### config.mk
export PLATFORM = sky130hd
export DESIGN_NAME = perf_counter_ctl
export DESIGN_NICKNAME = d
export VERILOG_FILES = /design/src/perf_ctl_pkg.sv /design/src/ctr_if.sv /design/src/perf_counter_slice.sv /design/src/perf_counter_ctl.sv
export SDC_FILE = /design/constraint.sdc
export NUM_CORES = 2
export LEC_CHECK = 0
export BUFFER_PORTS_ARGS = -buffer_cell sky130_fd_sc_hd__buf_2
export CAP_MARGIN = 5
export CORE_ASPECT_RATIO = 1.75
export CORE_MARGIN = 1
export CORE_UTILIZATION = 40
export DETAILED_ROUTE_END_ITERATION = 8
export PLACE_DENSITY = 0.52
export SLEW_MARGIN = 15
export SYNTH_ARGS = -nofsm -noshare
export SYNTH_HDL_FRONTEND = slang
export SYNTH_SLANG_ARGS = --single-unit
### constraint.sdc
create_clock -name core_clk_i -period 95.3 [get_ports core_clk_i]
set_clock_uncertainty 0.2 [all_clocks]
set_input_delay 9.53 -clock core_clk_i [delete_from_list [all_inputs] [get_ports core_clk_i]]
set_output_delay 9.53 -clock core_clk_i [all_outputs]
set_load 0.01 [all_outputs]
### src/perf_ctl_pkg.sv
// Constants, register map and field layout of the performance counter control block
// Summary of operation
// - A counter counts only when global enable and its privilege enable for the current mode are both set.
// - Global status holds one overflow bit per counter; 1 means that counter overflowed.
// - Global status has a separate bit for overflow of precise sampling counters.
// - Global status has a sticky bit set whenever monitoring hardware state changes.
// - Overflow of a precise counter arms sampling; next counted event makes a sample.
// - Sample passes bounds check: store record, clear counter overflow, reload counter.
// - Sample fails bounds check: no record, reload or overflow clear, but the counter is still disarmed.
// - When the sample buffer becomes full, the buffer-full status bit is set.
// - One write to the overflow clear register clears selected general and fixed flags.
// - Eight general counters exist; the feature query reports 4 or 8.
// - A shared core shows each logical processor only counters zero to three.
// - Unshared core shows all eight; counters four to seven start at address c5.
// - With four reported, counters 4-7 or ones written to bits 7:4 of global status, enable or clear raise a fault.
// - A normal general counter write stores the 32-bit value sign-extended to full width; fixed counter writes load full width.
// - Each general counter has an alias address that loads the full width unextended.
// - Capability bit 13 advertises full-width writes; software tests it before aliasing.
package perf_ctl_pkg;
  localparam int NUM_GP = 8;
  localparam int NUM_FIX = 3;
  localparam int NUM_CTR = NUM_GP + NUM_FIX;
  localparam int NUM_PREC = 4;
  localparam int CTR_W = 48;
  localparam int WR_W = 32;
  localparam int DATA_W = 64;
  localparam int ADDR_W = 32;
  localparam int IDX_W = 16;

  // Register addresses
  localparam logic [31:0] GP_CTR_BASE = 32'h0000_00c1;
  localparam logic [31:0] GP_CTR_FOUR = 32'h0000_00c5;
  localparam logic [31:0] GP_CTR_SEVEN = 32'h0000_00c8;
  localparam logic [31:0] EVSEL_BASE = 32'h0000_0100;
  localparam logic [31:0] FIX_CTR_BASE = 32'h0000_0110;
  localparam logic [31:0] FIX_CTRL_ADDR = 32'h0000_0118;
  localparam logic [31:0] STATUS_ADDR = 32'h0000_0120;
  localparam logic [31:0] GLOBAL_EN_ADDR = 32'h0000_0121;
  localparam logic [31:0] CLEAR_ADDR = 32'h0000_0122;
  localparam logic [31:0] CAP_ADDR = 32'h0000_0123;
  localparam logic [31:0] PREC_EN_ADDR = 32'h0000_0124;
  localparam logic [31:0] SAMP_INDEX_ADDR = 32'h0000_0125;
  localparam logic [31:0] SAMP_LIMIT_ADDR = 32'h0000_0126;
  localparam logic [31:0] RELOAD_BASE = 32'h0000_0128;
  localparam logic [31:0] ALIAS_BASE = 32'h0000_0130;

  // Field positions
  localparam int EVSEL_USR_BIT = 16;
  localparam int EVSEL_OS_BIT = 17;
  localparam int EVSEL_EN_BIT = 22;
  localparam int FIX_FIELD_W = 4;
  localparam int FIX_OS_BIT = 0;
  localparam int FIX_USR_BIT = 1;
  localparam int FIX_STAT_LSB = 32;
  localparam int PREC_STAT_BIT = 61;
  localparam int BUF_FULL_BIT = 62;
  localparam int CHANGED_BIT = 63;
  localparam int UPPER_GP_LSB = 4;
  localparam int UPPER_GP_MSB = 7;
  localparam int CAP_FW_BIT = 13;

  // Reset and fixed read values
  localparam logic [63:0] CAP_VALUE = 64'h0000_0000_0000_2000;
  localparam logic [31:0] EVSEL_RESET = 32'h0000_0000;
  localparam logic [IDX_W-1:0] SAMP_RESET = 16'h0000;
  localparam logic [7:0] GP_COUNT_FULL = 8'h08;
  localparam logic [7:0] GP_COUNT_SHARED = 8'h04;
endpackage

### src/ctr_if.sv
// Carrier between the control block and one counter slice
`timescale 1ns/100ps
`default_nettype none
interface ctr_if;
  import perf_ctl_pkg::*;
  logic load;
  logic [CTR_W-1:0] load_val;
  logic inc;
  logic [CTR_W-1:0] value;
  logic ovf;
  modport ctl (output load, output load_val, output inc, input value, input ovf);
  modport cnt (input load, input load_val, input inc, output value, output ovf);
endinterface
`default_nettype wire

### src/perf_counter_slice.sv
// One 48-bit performance counter with load, increment and wrap detection
`timescale 1ns/100ps
`default_nettype none
module perf_counter_slice
  import perf_ctl_pkg::*;
(
  // Clock and reset
  input wire logic core_clk_i,
  input wire logic reset_i,
  // Control side
  ctr_if.cnt cnt
);
  logic [CTR_W-1:0] count_ff;
  logic [CTR_W-1:0] nxt_count;
  wire at_max = &count_ff;

  // A load beats a same-cycle increment, so no overflow is reported then
  assign nxt_count = cnt.load ? cnt.load_val : (cnt.inc ? count_ff + 1'b1 : count_ff);
  assign cnt.value = count_ff;
  assign cnt.ovf = cnt.inc & ~cnt.load & at_max;

  always_ff @(posedge core_clk_i or posedge reset_i) begin
    if (reset_i) begin
      count_ff <= '0;
    end else begin
      count_ff <= nxt_count;
    end
  end

  a_load_value: assert property (@(posedge core_clk_i) disable iff (reset_i)
    cnt.load |=> count_ff == $past(cnt.load_val))
    else $error("counter did not take load value");
  a_count_step: assert property (@(posedge core_clk_i) disable iff (reset_i)
    cnt.inc && !cnt.load |=> count_ff == $past(count_ff) + 48'h1 && (($past(at_max)) == (count_ff == 48'h0)))
    else $error("counter step or wrap wrong");
  a_hold_idle: assert property (@(posedge core_clk_i) disable iff (reset_i)
    !cnt.inc && !cnt.load |=> $stable(count_ff))
    else $error("idle counter moved");
endmodule
`default_nettype wire

### src/perf_counter_ctl.sv
// Global enable, overflow status, clear and precise sampling control of the counters
`timescale 1ns/100ps
`default_nettype none
module perf_counter_ctl
  import perf_ctl_pkg::*;
(
  // Clock and reset
  input wire logic core_clk_i,
  input wire logic reset_i,
  // Register access port
  input wire logic reg_req_i,
  input wire logic reg_wr_i,
  input wire logic [ADDR_W-1:0] reg_addr_i,
  input wire logic [DATA_W-1:0] reg_wdata_i,
  output logic reg_ack_o,
  output logic [DATA_W-1:0] reg_rdata_o,
  output logic reg_fault_o,
  // Events and context
  input wire logic [NUM_GP-1:0] gen_event_i,
  input wire logic [NUM_FIX-1:0] fixed_event_i,
  input wire logic user_mode_i,
  input wire logic core_shared_i,
  // Feature query and sample records
  output logic [7:0] gp_count_o,
  output logic rec_store_o,
  output logic [1:0] rec_ctr_o,
  output logic [IDX_W-1:0] rec_slot_o
);

  function automatic logic in_range(input logic [31:0] addr, input logic [31:0] base, input int n);
    in_range = (addr >= base) && (addr < base + 32'(n));
  endfunction

  ////////////////////////////////////////////////////////////////////////////
  // Registers
  logic [NUM_GP-1:0] gen_gp_ff;
  logic [NUM_FIX-1:0] gen_fix_ff;
  logic [31:0] evsel_ff [NUM_GP];
  logic [NUM_FIX*FIX_FIELD_W-1:0] fix_ctrl_ff;
  logic [NUM_PREC-1:0] prec_en_ff;
  logic [CTR_W-1:0] reload_ff [NUM_PREC];
  logic [IDX_W-1:0] samp_index_ff;
  logic [IDX_W-1:0] samp_limit_ff;
  logic [NUM_GP-1:0] gp_ovf_ff;
  logic [NUM_FIX-1:0] fix_ovf_ff;
  logic prec_ovf_ff;
  logic buf_full_ff;
  logic chg_ff;
  logic [NUM_PREC-1:0] armed_ff;
  logic [DATA_W-1:0] rd_data_ff;

  ////////////////////////////////////////////////////////////////////////////
  // Address decode
  wire [31:0] gp_off = reg_addr_i - GP_CTR_BASE;
  wire [31:0] al_off = reg_addr_i - ALIAS_BASE;
  wire [31:0] ev_off = reg_addr_i - EVSEL_BASE;
  wire [31:0] fx_off = reg_addr_i - FIX_CTR_BASE;
  wire [31:0] rl_off = reg_addr_i - RELOAD_BASE;
  wire [2:0] gp_idx = gp_off[2:0];
  wire [2:0] al_idx = al_off[2:0];
  wire [2:0] ev_idx = ev_off[2:0];
  wire [1:0] fx_idx = fx_off[1:0];
  wire [1:0] rl_idx = rl_off[1:0];
  wire gp_hit = in_range(reg_addr_i, GP_CTR_BASE, NUM_GP);
  wire al_hit = in_range(reg_addr_i, ALIAS_BASE, NUM_GP);
  wire ev_hit = in_range(reg_addr_i, EVSEL_BASE, NUM_GP);
  wire fx_hit = in_range(reg_addr_i, FIX_CTR_BASE, NUM_FIX);
  wire rl_hit = in_range(reg_addr_i, RELOAD_BASE, NUM_PREC);
  wire fctl_hit = reg_addr_i == FIX_CTRL_ADDR;
  wire stat_hit = reg_addr_i == STATUS_ADDR;
  wire en_hit = reg_addr_i == GLOBAL_EN_ADDR;
  wire clr_hit = reg_addr_i == CLEAR_ADDR;
  wire cap_hit = reg_addr_i == CAP_ADDR;
  wire pe_hit = reg_addr_i == PREC_EN_ADDR;
  wire idx_hit = reg_addr_i == SAMP_INDEX_ADDR;
  wire lim_hit = reg_addr_i == SAMP_LIMIT_ADDR;
  wire any_hit = gp_hit | al_hit | ev_hit | fx_hit | rl_hit | fctl_hit | stat_hit | en_hit | clr_hit
    | cap_hit | pe_hit | idx_hit | lim_hit;

  // Upper four counters belong to the sibling thread when the core is shared
  wire upper_acc = core_shared_i & ((gp_hit & gp_idx[2]) | (al_hit & al_idx[2]) | (ev_hit & ev_idx[2]));
  wire upper_bits = core_shared_i & reg_wr_i & (en_hit | stat_hit | clr_hit)
    & (|reg_wdata_i[UPPER_GP_MSB:UPPER_GP_LSB]);
  wire fault_c = upper_acc | upper_bits | ~any_hit;
  wire acc_ok = reg_req_i & ~fault_c;
  wire wr_ok = acc_ok & reg_wr_i;
  wire [CTR_W-1:0] sext_val = {{(CTR_W-WR_W){reg_wdata_i[WR_W-1]}}, reg_wdata_i[WR_W-1:0]};
  wire [CTR_W-1:0] full_val = reg_wdata_i[CTR_W-1:0];

  ////////////////////////////////////////////////////////////////////////////
  // Counter slices and count gating
  ctr_if cif [NUM_CTR] ();
  logic [CTR_W-1:0] ctr_val [NUM_CTR];
  logic [NUM_CTR-1:0] ctr_inc;
  logic [NUM_CTR-1:0] ctr_ovf;
  logic [NUM_PREC-1:0] prec_load;

  genvar g;
  generate
    for (g = 0; g < NUM_CTR; g++) begin : g_ctr
      if (g < NUM_GP) begin : g_gp
        wire priv_ok = user_mode_i ? evsel_ff[g][EVSEL_USR_BIT] : evsel_ff[g][EVSEL_OS_BIT];
        wire wr_this = wr_ok & ((gp_hit & gp_idx == 3'(g)) | (al_hit & al_idx == 3'(g)));
        assign ctr_inc[g] = gen_event_i[g] & gen_gp_ff[g] & evsel_ff[g][EVSEL_EN_BIT] & priv_ok;
        if (g < NUM_PREC) begin : g_prec
          assign cif[g].load = wr_this | prec_load[g];
          assign cif[g].load_val = wr_this ? (al_hit ? full_val : sext_val) : reload_ff[g];
        end else begin : g_plain
          assign cif[g].load = wr_this;
          assign cif[g].load_val = al_hit ? full_val : sext_val;
        end
      end else begin : g_fix
        localparam int F = g - NUM_GP;
        wire priv_ok = user_mode_i ? fix_ctrl_ff[F*FIX_FIELD_W+FIX_USR_BIT] : fix_ctrl_ff[F*FIX_FIELD_W+FIX_OS_BIT];
        assign ctr_inc[g] = fixed_event_i[F] & gen_fix_ff[F] & priv_ok;
        assign cif[g].load = wr_ok & fx_hit & (fx_idx == 2'(F));
        assign cif[g].load_val = full_val;
      end
      assign cif[g].inc = ctr_inc[g];
      assign ctr_val[g] = cif[g].value;
      assign ctr_ovf[g] = cif[g].ovf;
      perf_counter_slice u_slice (
        .core_clk_i(core_clk_i),
        .reset_i(reset_i),
        .cnt(cif[g])
      );
    end
  endgenerate

  ////////////////////////////////////////////////////////////////////////////
  // Precise sampling: one sample per cycle, lowest counter first
  logic prec_any;
  logic [1:0] prec_idx;
  always_comb begin
    prec_any = 1'b0;
    prec_idx = 2'h0;
    for (int i = NUM_PREC - 1; i >= 0; i--) begin
      if (armed_ff[i] & ctr_inc[i]) begin
        prec_any = 1'b1;
        prec_idx = 2'(i);
      end
    end
  end

  wire bounds_ok = samp_index_ff < samp_limit_ff;
  wire prec_store = prec_any & bounds_ok;
  wire last_slot = (samp_index_ff + 16'h0001) == samp_limit_ff;
  wire [NUM_PREC-1:0] prec_sel = NUM_PREC'(1) << prec_idx;
  wire [NUM_PREC-1:0] arm_set = ctr_ovf[NUM_PREC-1:0] & prec_en_ff;
  assign prec_load = prec_store ? prec_sel : '0;

  ////////////////////////////////////////////////////////////////////////////
  // Status next values; hardware set wins over a software clear
  wire clr_wr = wr_ok & clr_hit;
  wire [NUM_GP-1:0] clr_gp = clr_wr ? reg_wdata_i[NUM_GP-1:0] : '0;
  wire [NUM_FIX-1:0] clr_fix = clr_wr ? reg_wdata_i[FIX_STAT_LSB+NUM_FIX-1:FIX_STAT_LSB] : '0;
  wire [NUM_GP-1:0] hw_clr_gp = {{(NUM_GP-NUM_PREC){1'b0}}, prec_load};
  wire buf_set = prec_store & last_slot;
  wire prec_set = |arm_set;
  wire [NUM_GP-1:0] nxt_gp_ovf = (gp_ovf_ff & ~clr_gp & ~hw_clr_gp) | ctr_ovf[NUM_GP-1:0];
  wire [NUM_FIX-1:0] nxt_fix_ovf = (fix_ovf_ff & ~clr_fix) | ctr_ovf[NUM_CTR-1:NUM_GP];
  wire nxt_prec_ovf = (prec_ovf_ff & ~(clr_wr & reg_wdata_i[PREC_STAT_BIT])) | prec_set;
  wire nxt_buf_full = (buf_full_ff & ~(clr_wr & reg_wdata_i[BUF_FULL_BIT])) | buf_set;
  wire nxt_chg = (chg_ff & ~(clr_wr & reg_wdata_i[CHANGED_BIT])) | (|ctr_ovf) | buf_set | prec_set;
  wire [NUM_PREC-1:0] nxt_armed = (armed_ff & ~(prec_any ? prec_sel : '0)) | arm_set;
  wire [DATA_W-1:0] status_c = {chg_ff, buf_full_ff, prec_ovf_ff, 26'h0, fix_ovf_ff, 24'h0, gp_ovf_ff};
  wire [DATA_W-1:0] gen_c = {29'h0, gen_fix_ff, 24'h0, gen_gp_ff};

  ////////////////////////////////////////////////////////////////////////////
  // Read data
  logic [DATA_W-1:0] nxt_rd;
  always_comb begin
    nxt_rd = '0;
    if (gp_hit) nxt_rd = {16'h0, ctr_val[gp_idx]};
    else if (al_hit) nxt_rd = {16'h0, ctr_val[al_idx]};
    else if (ev_hit) nxt_rd = {32'h0, evsel_ff[ev_idx]};
    else if (fx_hit) nxt_rd = {16'h0, ctr_val[NUM_GP + int'(fx_idx)]};
    else if (rl_hit) nxt_rd = {16'h0, reload_ff[rl_idx]};
    else if (fctl_hit) nxt_rd = {52'h0, fix_ctrl_ff};
    else if (stat_hit) nxt_rd = status_c;
    else if (en_hit) nxt_rd = gen_c;
    else if (cap_hit) nxt_rd = CAP_VALUE;
    else if (pe_hit) nxt_rd = {60'h0, prec_en_ff};
    else if (idx_hit) nxt_rd = {48'h0, samp_index_ff};
    else if (lim_hit) nxt_rd = {48'h0, samp_limit_ff};
    if (!acc_ok || reg_wr_i) nxt_rd = '0;
  end

  ////////////////////////////////////////////////////////////////////////////
  // Control registers
  always_ff @(posedge core_clk_i or posedge reset_i) begin
    if (reset_i) begin
      gen_gp_ff <= '0;
      gen_fix_ff <= '0;
      fix_ctrl_ff <= '0;
      prec_en_ff <= '0;
      samp_limit_ff <= SAMP_RESET;
      for (int i = 0; i < NUM_GP; i++) evsel_ff[i] <= EVSEL_RESET;
      for (int i = 0; i < NUM_PREC; i++) reload_ff[i] <= '0;
    end else if (wr_ok) begin
      if (en_hit) gen_gp_ff <= reg_wdata_i[NUM_GP-1:0];
      if (en_hit) gen_fix_ff <= reg_wdata_i[FIX_STAT_LSB+NUM_FIX-1:FIX_STAT_LSB];
      if (fctl_hit) fix_ctrl_ff <= reg_wdata_i[NUM_FIX*FIX_FIELD_W-1:0];
      if (pe_hit) prec_en_ff <= reg_wdata_i[NUM_PREC-1:0];
      if (lim_hit) samp_limit_ff <= reg_wdata_i[IDX_W-1:0];
      if (ev_hit) evsel_ff[ev_idx] <= reg_wdata_i[31:0];
      if (rl_hit) reload_ff[rl_idx] <= reg_wdata_i[CTR_W-1:0];
    end
  end

  // Status, sampling state and answers
  always_ff @(posedge core_clk_i or posedge reset_i) begin
    if (reset_i) begin
      gp_ovf_ff <= '0;
      fix_ovf_ff <= '0;
      prec_ovf_ff <= 1'b0;
      buf_full_ff <= 1'b0;
      chg_ff <= 1'b0;
      armed_ff <= '0;
      samp_index_ff <= SAMP_RESET;
      rd_data_ff <= '0;
      reg_ack_o <= 1'b0;
      reg_fault_o <= 1'b0;
      gp_count_o <= GP_COUNT_FULL;
      rec_store_o <= 1'b0;
      rec_ctr_o <= 2'h0;
      rec_slot_o <= SAMP_RESET;
    end else begin
      gp_ovf_ff <= nxt_gp_ovf;
      fix_ovf_ff <= nxt_fix_ovf;
      prec_ovf_ff <= nxt_prec_ovf;
      buf_full_ff <= nxt_buf_full;
      chg_ff <= nxt_chg;
      armed_ff <= nxt_armed;
      // A software write to the index wins over a same-cycle sample advance
      if (wr_ok && idx_hit) samp_index_ff <= reg_wdata_i[IDX_W-1:0];
      else if (prec_store) samp_index_ff <= samp_index_ff + 16'h0001;
      rd_data_ff <= nxt_rd;
      reg_ack_o <= reg_req_i;
      reg_fault_o <= reg_req_i & fault_c;
      gp_count_o <= core_shared_i ? GP_COUNT_SHARED : GP_COUNT_FULL;
      rec_store_o <= prec_store;
      rec_ctr_o <= prec_idx;
      rec_slot_o <= samp_index_ff;
    end
  end
  assign reg_rdata_o = rd_data_ff;

  ////////////////////////////////////////////////////////////////////////////
  // Checks
  a_count_gate: assert property (@(posedge core_clk_i) disable iff (reset_i)
    (ctr_inc[NUM_GP-1:0] & ~gen_gp_ff) == '0 && (ctr_inc[NUM_CTR-1:NUM_GP] & ~gen_fix_ff) == '0)
    else $error("counter incremented while globally disabled");
  a_ovf_status: assert property (@(posedge core_clk_i) disable iff (reset_i)
    ctr_ovf[0] |=> gp_ovf_ff[0] && chg_ff && ctr_val[0] == 48'h0)
    else $error("overflow did not set status");
  a_prec_arm: assert property (@(posedge core_clk_i) disable iff (reset_i)
    ctr_ovf[0] && prec_en_ff[0] |=> armed_ff[0] && prec_ovf_ff)
    else $error("precise overflow did not arm");
  a_prec_store: assert property (@(posedge core_clk_i) disable iff (reset_i)
    prec_store && !(wr_ok && idx_hit) |=> rec_store_o && samp_index_ff == $past(samp_index_ff) + 16'h0001
      && !gp_ovf_ff[rec_ctr_o] && !armed_ff[rec_ctr_o])
    else $error("precise sample not stored");
  a_bounds_skip: assert property (@(posedge core_clk_i) disable iff (reset_i)
    prec_any && !bounds_ok && !(wr_ok && idx_hit) |=> !rec_store_o && $stable(samp_index_ff))
    else $error("failed bounds check still stored");
  a_buf_full: assert property (@(posedge core_clk_i) disable iff (reset_i)
    prec_store && last_slot |=> buf_full_ff ##1 buf_full_ff || $past(clr_wr))
    else $error("buffer full flag missing");
  a_clear_write: assert property (@(posedge core_clk_i) disable iff (reset_i)
    clr_wr && reg_wdata_i[0] && reg_wdata_i[FIX_STAT_LSB] && !ctr_ovf[0] && !ctr_ovf[NUM_GP]
      |=> !gp_ovf_ff[0] && !fix_ovf_ff[0])
    else $error("overflow clear did not clear");
  a_upper_fault: assert property (@(posedge core_clk_i) disable iff (reset_i)
    reg_req_i && core_shared_i && gp_hit && gp_idx[2]
      |=> reg_ack_o && reg_fault_o && ($stable(ctr_val[4]) || $past(ctr_inc[4])))
    else $error("hidden counter access not faulted");
  a_feature_count: assert property (@(posedge core_clk_i) disable iff (reset_i)
    ##1 gp_count_o == ($past(core_shared_i) ? 8'h04 : 8'h08))
    else $error("feature query count wrong");
  a_sign_extend: assert property (@(posedge core_clk_i) disable iff (reset_i)
    wr_ok && gp_hit && gp_idx == 3'h0 |=> ctr_val[0] == {{16{$past(reg_wdata_i[31])}}, $past(reg_wdata_i[31:0])})
    else $error("normal write not sign extended");
  a_alias_full: assert property (@(posedge core_clk_i) disable iff (reset_i)
    wr_ok && al_hit && al_idx == 3'h0 |=> ctr_val[0] == $past(reg_wdata_i[47:0]))
    else $error("alias write not full width");
endmodule
`default_nettype wire

# After elaboration in Yosys (flattened, before gate mapping)
# Cells that the tools add are included.
[word_totals]
input_bits = 113
elab_cells = 407
ff_bits = 1142
output_inout_bits = 93
[op_classes]
n_reduce_logical = 45
bitwise = 171
add_sub_neg = 18
shift = 1
eq_ne = 25
mux = 87
order_cmp = 18
[ops]
columns = ["cell", "count"]
rows = [
  ["48-bit 2-to-1 mux", 36],
  ["48-bit binary-select mux with 4-bit select", 3],
  ["48-bit by 1-bit adder with 48-bit output (second input constant)", 11],
  ["48-bit AND reduction", 11],
  ["64-bit 2-to-1 mux", 8],
  ["256-bit bitwise mux", 1],
  ["32-bit by 9-bit == test with 1-bit output (second input constant)", 8],
  ["192-bit bitwise mux", 1],
  ["32-bit by 9-bit >= comparator with 1-bit output (second input constant)", 4],
  ["32-bit by 9-bit < comparator with 1-bit output (second input constant)", 4],
  ["1-bit AND", 103],
  ["32-bit binary-select mux with 3-bit select", 1],
  ["48-bit binary-select mux with 2-bit select", 1],
  ["32-bit demux with 3-bit select", 1],
  ["48-bit demux with 2-bit select", 1],
  ["16-bit 2-to-1 mux", 6],
  ["32-bit 2-to-1 mux", 3],
  ["35-bit 2-to-1 mux", 1],
  ["1-bit OR", 35],
  ["32-bit by 5-bit >= comparator with 1-bit output (second input constant)", 1],
  ["32-bit by 8-bit >= comparator with 1-bit output (second input constant)", 1],
  ["32-bit by 8-bit < comparator with 1-bit output (second input constant)", 1],
  ["5-bit NOT with 32-bit output", 1],
  ["3-bit == test (second input constant)", 8],
  ["43 further kinds", 114],
]

# Logic depth before layout (Yosys ltp)
[logic_depth]
word_depth = 28
depth_mapped = 15

# Cells and area by module
# From an unflattened synthesis, not the netlist that was laid out.
[hier_totals]
cells_unflattened = 6538
hier_area_um2 = 68471.9
[modules_own_cells]
columns = ["mod", "n_inst", "area_each_um2", "cells_per_inst"]
rows = [
  ["perf_counter_ctl", 1, 38328.0, 3139],
  ["perf_counter_slice (g_ctr[0].u_slice ...)", 10, 2740.1, 309],
  ["perf_counter_slice (g_ctr[9].u_slice)", 1, 2742.6, 309],
]

# Worst setup path before layout
# Ideal clock, no wire load.
[synth_path]
kind = "input port to flip-flop"
startpoint = "input port reg_addr_i[0]"
endpoint = "register evsel_ff[154] in the netlist's numbering"
path_buffers = 6
path_stages = 15
setup_time_ns = 0.127
required_ns = 94.973
arrival_time_ns = 12.991
path_slack_ns = 81.982
path_cell_list = "clkbuf_1 > clkinv_1 > clkbuf_1 > clkbuf_1 > ha_1 > clkbuf_1 > nand4b_1 > or2_2 > and3_1 > nor4b_4 > nor4_4 > or3b_1 > buf_2 > buf_6 > mux2_1"
[synth_via]
elab_chain_len = 20
word_cells_on_any_way = 62
classes_between = "add/sub: 3; order compare: 12; eq/ne: 8; mux: 3; bitwise: 29; reduce/logical: 7"
[synth_rtl]
columns = ["element", "line_no", "rtl"]
rows = [
  ["start: declaration", "perf_counter_ctl.sv:13", "input wire logic [ADDR_W-1:0] reg_addr_i,"],
  ["32-bit by 8-bit >= comparator with 1-bit output (tied with other cells)", "perf_counter_ctl.sv:31", "in_range = (addr >= base) && (addr < base + 32'(n));"],
  ["1-bit logical AND", "perf_counter_ctl.sv:31", ""],
  ["1-bit OR (8 in a row)", "perf_counter_ctl.sv:77", "wire any_hit = gp_hit | al_hit | ev_hit | fx_hit | rl_hit | fctl_hit | stat_hit | en_hit | clr_hit"],
  ["1-bit OR (4 in a row)", "perf_counter_ctl.sv:78", "| cap_hit | pe_hit | idx_hit | lim_hit;"],
  ["1-bit NOT", "perf_counter_ctl.sv:84", "wire fault_c = upper_acc | upper_bits | ~any_hit;"],
  ["1-bit OR", "perf_counter_ctl.sv:84", ""],
  ["1-bit NOT", "perf_counter_ctl.sv:85", "wire acc_ok = reg_req_i & ~fault_c;"],
  ["1-bit AND", "perf_counter_ctl.sv:85", ""],
  ["1-bit AND", "perf_counter_ctl.sv:86", "wire wr_ok = acc_ok & reg_wr_i;"],
  ["2-bit AND reduction (no source line)", "n/a", ""],
  ["end signal: indexed assignment", "perf_counter_ctl.sv:206", "if (ev_hit) evsel_ff[ev_idx] <= reg_wdata_i[31:0];"],
  ["end: declaration", "perf_counter_ctl.sv:38", "logic [31:0] evsel_ff [NUM_GP];"],
]
# Several ways; a longest one is shown, not always the timed one.
# A chain may end at the register's enable or synchronous reset.

# Final worst setup path
[layout_path]
startpoint = "input port reg_addr_i[1]"
endpoint = "register evsel_ff[250] in the netlist's numbering"
# The elaborated chain is that of the path after synthesis.

==> flow_summary.yaml <==
run_status:
  status: "completed"
placement:
  pre_cts_slack_ps: 79710
  gp_routability_congestion: 0.979
  place.port_buffers: 173
  detailed_place.area_mm2: 0.0693
  dp_hpwl_mm: 210
critical_path:
  worst_setup_path_end_kind: "register"
  critical_path_required_ps: 95730
  start_kind: "primary input"
  critical_path.max_fanout: 47
  crit_arrival_ps: 15340
  critical_path.startpoint: "reg_addr_i[1]"
  timing.rr.start: "samp_index_ff[13]"
  critPathKind: "primary input to register"
floorplanning:
  die_w_um: 309
  core_mm2: 0.163
  floorplan.die.height_um: 539
  number_of_placement_rows: 196
  initial_core_util: 0.404
  overall_die_area_mm2: 0.167
  i_o_pin_count: 206
yosys:
  synth_simple_gate_area_frac: 0.156
  synth_top_cell_by_area: "sky130_fd_sc_hd__dfrtp_1"
  async_flop_share: 1.00
  cell_types_with_the_largest_area_share_after_synthesis: "sky130_fd_sc_hd__dfrtp_1 43%, sky130_fd_sc_hd__mux2_2 9.2%, sky130_fd_sc_hd__mux4_2 8.5%"
  yosysTopAreaCellShare: 0.427
  synth_enable_flop_cells: 0
  synth.ff_latch_count: 1127
  muxShareOfSynthArea: 0.194
  syn_area_per_cell_um2: 10.0
  synth_xor_xnor_area_share: 0.0691
  most_used_flip_flop_cell_after_synthesis: "sky130_fd_sc_hd__dfrtp_1"
  syn_area_mm2: 0.0659
  synth_cell_type_count: 87
  synthCells: 6578
  synth-compound-area-share: 0.111
  post_synth_fa_ha_maj_area_fraction: 0.00626
  ys_seq_area_frac: 0.428
  yosysWarnings: 0
  synth_top_family_by_area: "multiplexers"
job:
  max_cap_viol_count: 0
timing:
  finalSetupViolCount: 0
  period_minus_slack_ps: 14910
  maxSlewViolCount: 0
  fin_ws_ps: 80390
  hold_viol_final: 0
  timing.max_slew.rel_slack: 0.0623
  max_freq_mhz: 67.1
  period_share: 0.156
  totalNegativeSetupSlack_ps: 0
  max_slew.worst_pin.slew_ps: 1390
  rsz0062_at_grt: "false"
hold_path:
  hold_start: "fix_ovf_ff[2]"
  hold_path_class: "register to register"
global_route:
  global_route.overflow_total: 0
  antenna_violations_before_repair: 16
  global_route_wire_length_before_repair_mm: 420
  grt_start_max_net_pins: 178
  grt_use_total: 0.355
  number_of_global_route_vias_before_repair: 55521
detailed_routing:
  postRouteAntennaNets: 0
  drt_pre_antenna_iters: 9
  number_of_drc_markers_in_iteration_0: 5561
  number_of_vias_after_detailed_routing: 56137
  via_cell_ratio: 6.36
  drt_drc_violations_left: 0
  routedWlPerCell_um: 33.6
  totalWireLength_mm: 296
power:
  power.share.sequential: 0.472
  power.static_leakage_nw: 32.3
  switching_share: 0.252
  comb_power_share: 0.052
  power_density_mw_per_mm2: 13.9
  internal-power_mw: 0.758
  p_clk_frac: 0.477
  ir_drop_mv: 0.0151
  power.net_switching_mw: 0.255
final_layout:
  fraction_of_final_layout_cells_with_drive_strength_greater_than_1: 0.212
  n_fill_cell: 15770
  final_area_mm2: 0.0731
  num-nets-final: 6688
  area.growth.synth_to_final_pct: 10.9
clocking:
  htreeDepth: 3
  postCtsResizedCells: 0
  clock_latency_ps: 780
  clock_slew_at_the_register_clock_pins_of_the_worst_setup_and_hold_paths_ps: 70
  clockBufferDepth: 3
  ctsHoldBuffers: 0
  clockRootBuffer: "sky130_fd_sc_hd__clkbuf_16"
  post-cts-setup-buffers: 0
  tritoncts_clock_tree: "built"
  tritoncts.num_buffers: 112
  numClockSinks: 1127
## cell type report
type | instances | area (um^2) | share of cell area
well taps | 2178 | 2730 | 0.0373
clock inverters | 46 | 589 | 0.00806
flip-flops and latches | 1127 | 28200 | 0.386
clock buffers | 165 | 3270 | 0.0448
multi-input cells | 4879 | 35800 | 0.490
diodes | 9 | 22.5 | 0.000308
repair buffers | 343 | 2210 | 0.0302
inverters | 79 | 305 | 0.00417
## synth_stat cells (6+ instances only)
cell type / instances
sky130_fd_sc_hd__dfrtp_1: 1126
sky130_fd_sc_hd__nand2_1: 706
sky130_fd_sc_hd__mux2_2: 541
sky130_fd_sc_hd__nor2_1: 540
sky130_fd_sc_hd__a21oi_1: 398
sky130_fd_sc_hd__clkbuf_1: 397
sky130_fd_sc_hd__o21ai_0: 388
sky130_fd_sc_hd__nand3_1: 280
sky130_fd_sc_hd__xor2_1: 272
sky130_fd_sc_hd__mux4_2: 248
sky130_fd_sc_hd__xnor2_1: 248
sky130_fd_sc_hd__nand4_1: 173
sky130_fd_sc_hd__mux2i_1: 111
sky130_fd_sc_hd__nor3_1: 111
sky130_fd_sc_hd__o22ai_1: 109
sky130_fd_sc_hd__and3_1: 106
sky130_fd_sc_hd__inv_1: 77
sky130_fd_sc_hd__o211ai_1: 60
sky130_fd_sc_hd__and4_1: 55
sky130_fd_sc_hd__buf_1: 53
sky130_fd_sc_hd__o221ai_1: 51
sky130_fd_sc_hd__and2_1: 42
sky130_fd_sc_hd__nor4_1: 42
sky130_fd_sc_hd__or3_1: 41
sky130_fd_sc_hd__buf_2: 37
sky130_fd_sc_hd__a211oi_1: 35
sky130_fd_sc_hd__ha_1: 33
sky130_fd_sc_hd__a31oi_1: 28
sky130_fd_sc_hd__a22oi_1: 25
sky130_fd_sc_hd__a221oi_1: 24
sky130_fd_sc_hd__buf_4: 20
sky130_fd_sc_hd__a21o_1: 17
sky130_fd_sc_hd__a311oi_1: 17
sky130_fd_sc_hd__nor2b_1: 13
sky130_fd_sc_hd__or2_2: 12
sky130_fd_sc_hd__a211o_1: 11
sky130_fd_sc_hd__nor3b_1: 10
sky130_fd_sc_hd__nand2b_1: 8
sky130_fd_sc_hd__a2111oi_0: 7
sky130_fd_sc_hd__a221o_1: 7
sky130_fd_sc_hd__or4_1: 7
sky130_fd_sc_hd__a22o_1: 6
sky130_fd_sc_hd__o22a_1: 6
sky130_fd_sc_hd__o31ai_1: 6
## worst max-delay path, stage by stage
cell,delay [ps]
sky130_fd_sc_hd__buf_8,220
sky130_fd_sc_hd__inv_2,490
sky130_fd_sc_hd__ha_2,970
sky130_fd_sc_hd__o21ai_0,240
sky130_fd_sc_hd__a2bb2oi_1,190
sky130_fd_sc_hd__o21ai_0,390
sky130_fd_sc_hd__nand4_1,370
sky130_fd_sc_hd__nor4_4,910
sky130_fd_sc_hd__nand2_1,320
sky130_fd_sc_hd__nor2_4,720
sky130_fd_sc_hd__buf_4,490
sky130_fd_sc_hd__mux2_2,390
## path summary, 6_finish.rpt
path / depth (start not counted) / to / slack, ps
setup reg to reg: 11 / chg_ff / 90670
max in group asynchronous: 6 / g_ctr[2].u_slice.cnt.value[11] / 82350
min in group asynchronous: 2 / reg_rdata_o[37] / 8710
setup / recovery: 12 / evsel_ff[250] / 80390
hold reg to reg: 2 / fix_ovf_ff[2] / 270
hold / removal: 2 / fix_ovf_ff[2] / 270
## cells in the final DEF (no fill, tap or decap), types with 20 or more instances in the layout
cell type,n
sky130_fd_sc_hd__a211oi_1,35
sky130_fd_sc_hd__a21oi_1,397
sky130_fd_sc_hd__a221oi_1,24
sky130_fd_sc_hd__a22oi_1,25
sky130_fd_sc_hd__a31oi_1,28
sky130_fd_sc_hd__and2_1,38
sky130_fd_sc_hd__and3_1,105
sky130_fd_sc_hd__and4_1,54
sky130_fd_sc_hd__buf_2,170
sky130_fd_sc_hd__buf_4,167
sky130_fd_sc_hd__clkbuf_1,27
sky130_fd_sc_hd__clkbuf_16,113
sky130_fd_sc_hd__clkbuf_8,25
sky130_fd_sc_hd__clkinv_2,20
sky130_fd_sc_hd__dfrtp_1,1126
sky130_fd_sc_hd__ha_1,31
sky130_fd_sc_hd__inv_1,75
sky130_fd_sc_hd__mux2_2,541
sky130_fd_sc_hd__mux2i_1,111
sky130_fd_sc_hd__mux4_2,248
sky130_fd_sc_hd__nand2_1,698
sky130_fd_sc_hd__nand3_1,273
sky130_fd_sc_hd__nand4_1,173
sky130_fd_sc_hd__nor2_1,532
sky130_fd_sc_hd__nor3_1,101
sky130_fd_sc_hd__nor4_1,33
sky130_fd_sc_hd__o211ai_1,60
sky130_fd_sc_hd__o21ai_0,386
sky130_fd_sc_hd__o221ai_1,51
sky130_fd_sc_hd__o22ai_1,109
sky130_fd_sc_hd__or3_1,37
sky130_fd_sc_hd__xnor2_1,248
sky130_fd_sc_hd__xor2_1,272
## routing by layer
layer | up-vias | track usage | share of wire
met1 | 28415 | 0.395 | 0.34
li1 | 23781 | - | -
met5 | - | 0 | 0.00035
met3 | 1066 | 0.0640 | 0.072
met2 | 2859 | 0.582 | 0.48
met4 | 16 | 0.306 | 0.11
## through the flow
stage | cells | util | power (mW) | hold WS, ps
CTS | 8817 | 0.448 | 1.02 | 274
global placement | 8606 | 0.424 | 0.539 | 253
global route | 8818 | 0.448 | 1.04 | 308
finish | 8826 | 0.448 | 1.01 | 274
detailed placement | 8606 | 0.424 | 0.539 | 259
floorplan | 6596 | - | 0.518 | 178
## power by group through the flow
stage,logic [mW],clock network (mW),registers [mW]
5_1_grt,0.0551,0.505,0.478
4_1_cts,0.0521,0.488,0.478
3_5_place_dp,0.0521,0,0.487
6_report,0.0522,0.483,0.478
3_3_place_gp,0.0519,0,0.487
2_1_floorplan,0.0300,0,0.488
## cells by family (layout without fill, tap and decap cells)
| kind of cell | count (synthesis) | after routing |
|---|---|---|
| simple gates | 2176 | 2176 |
| compound gates | 1230 | 1230 |
| flops | 1127 | 1127 |
| mux | 901 | 901 |
| buf+inv | 590 | 633 |
| xor+xnor | 520 | 520 |
| fa+ha+maj | 33 | 33 |
| other cells | 1 | 28 |
## registers in the layout (all words and copies together) (netlist names), 4 cells and up
signal,count
armed_ff,4
samp_index_ff,16
fix_ctrl_ff,12
rec_slot_o,16
reg_rdata_o,51
gen_gp_ff,8
g_ctr.u_slice.cnt.value,528
reload_ff,192
prec_en_ff,4
samp_limit_ff,16
gp_ovf_ff,8
evsel_ff,256
Note: power is estimated with default switching activity, not from simulation.
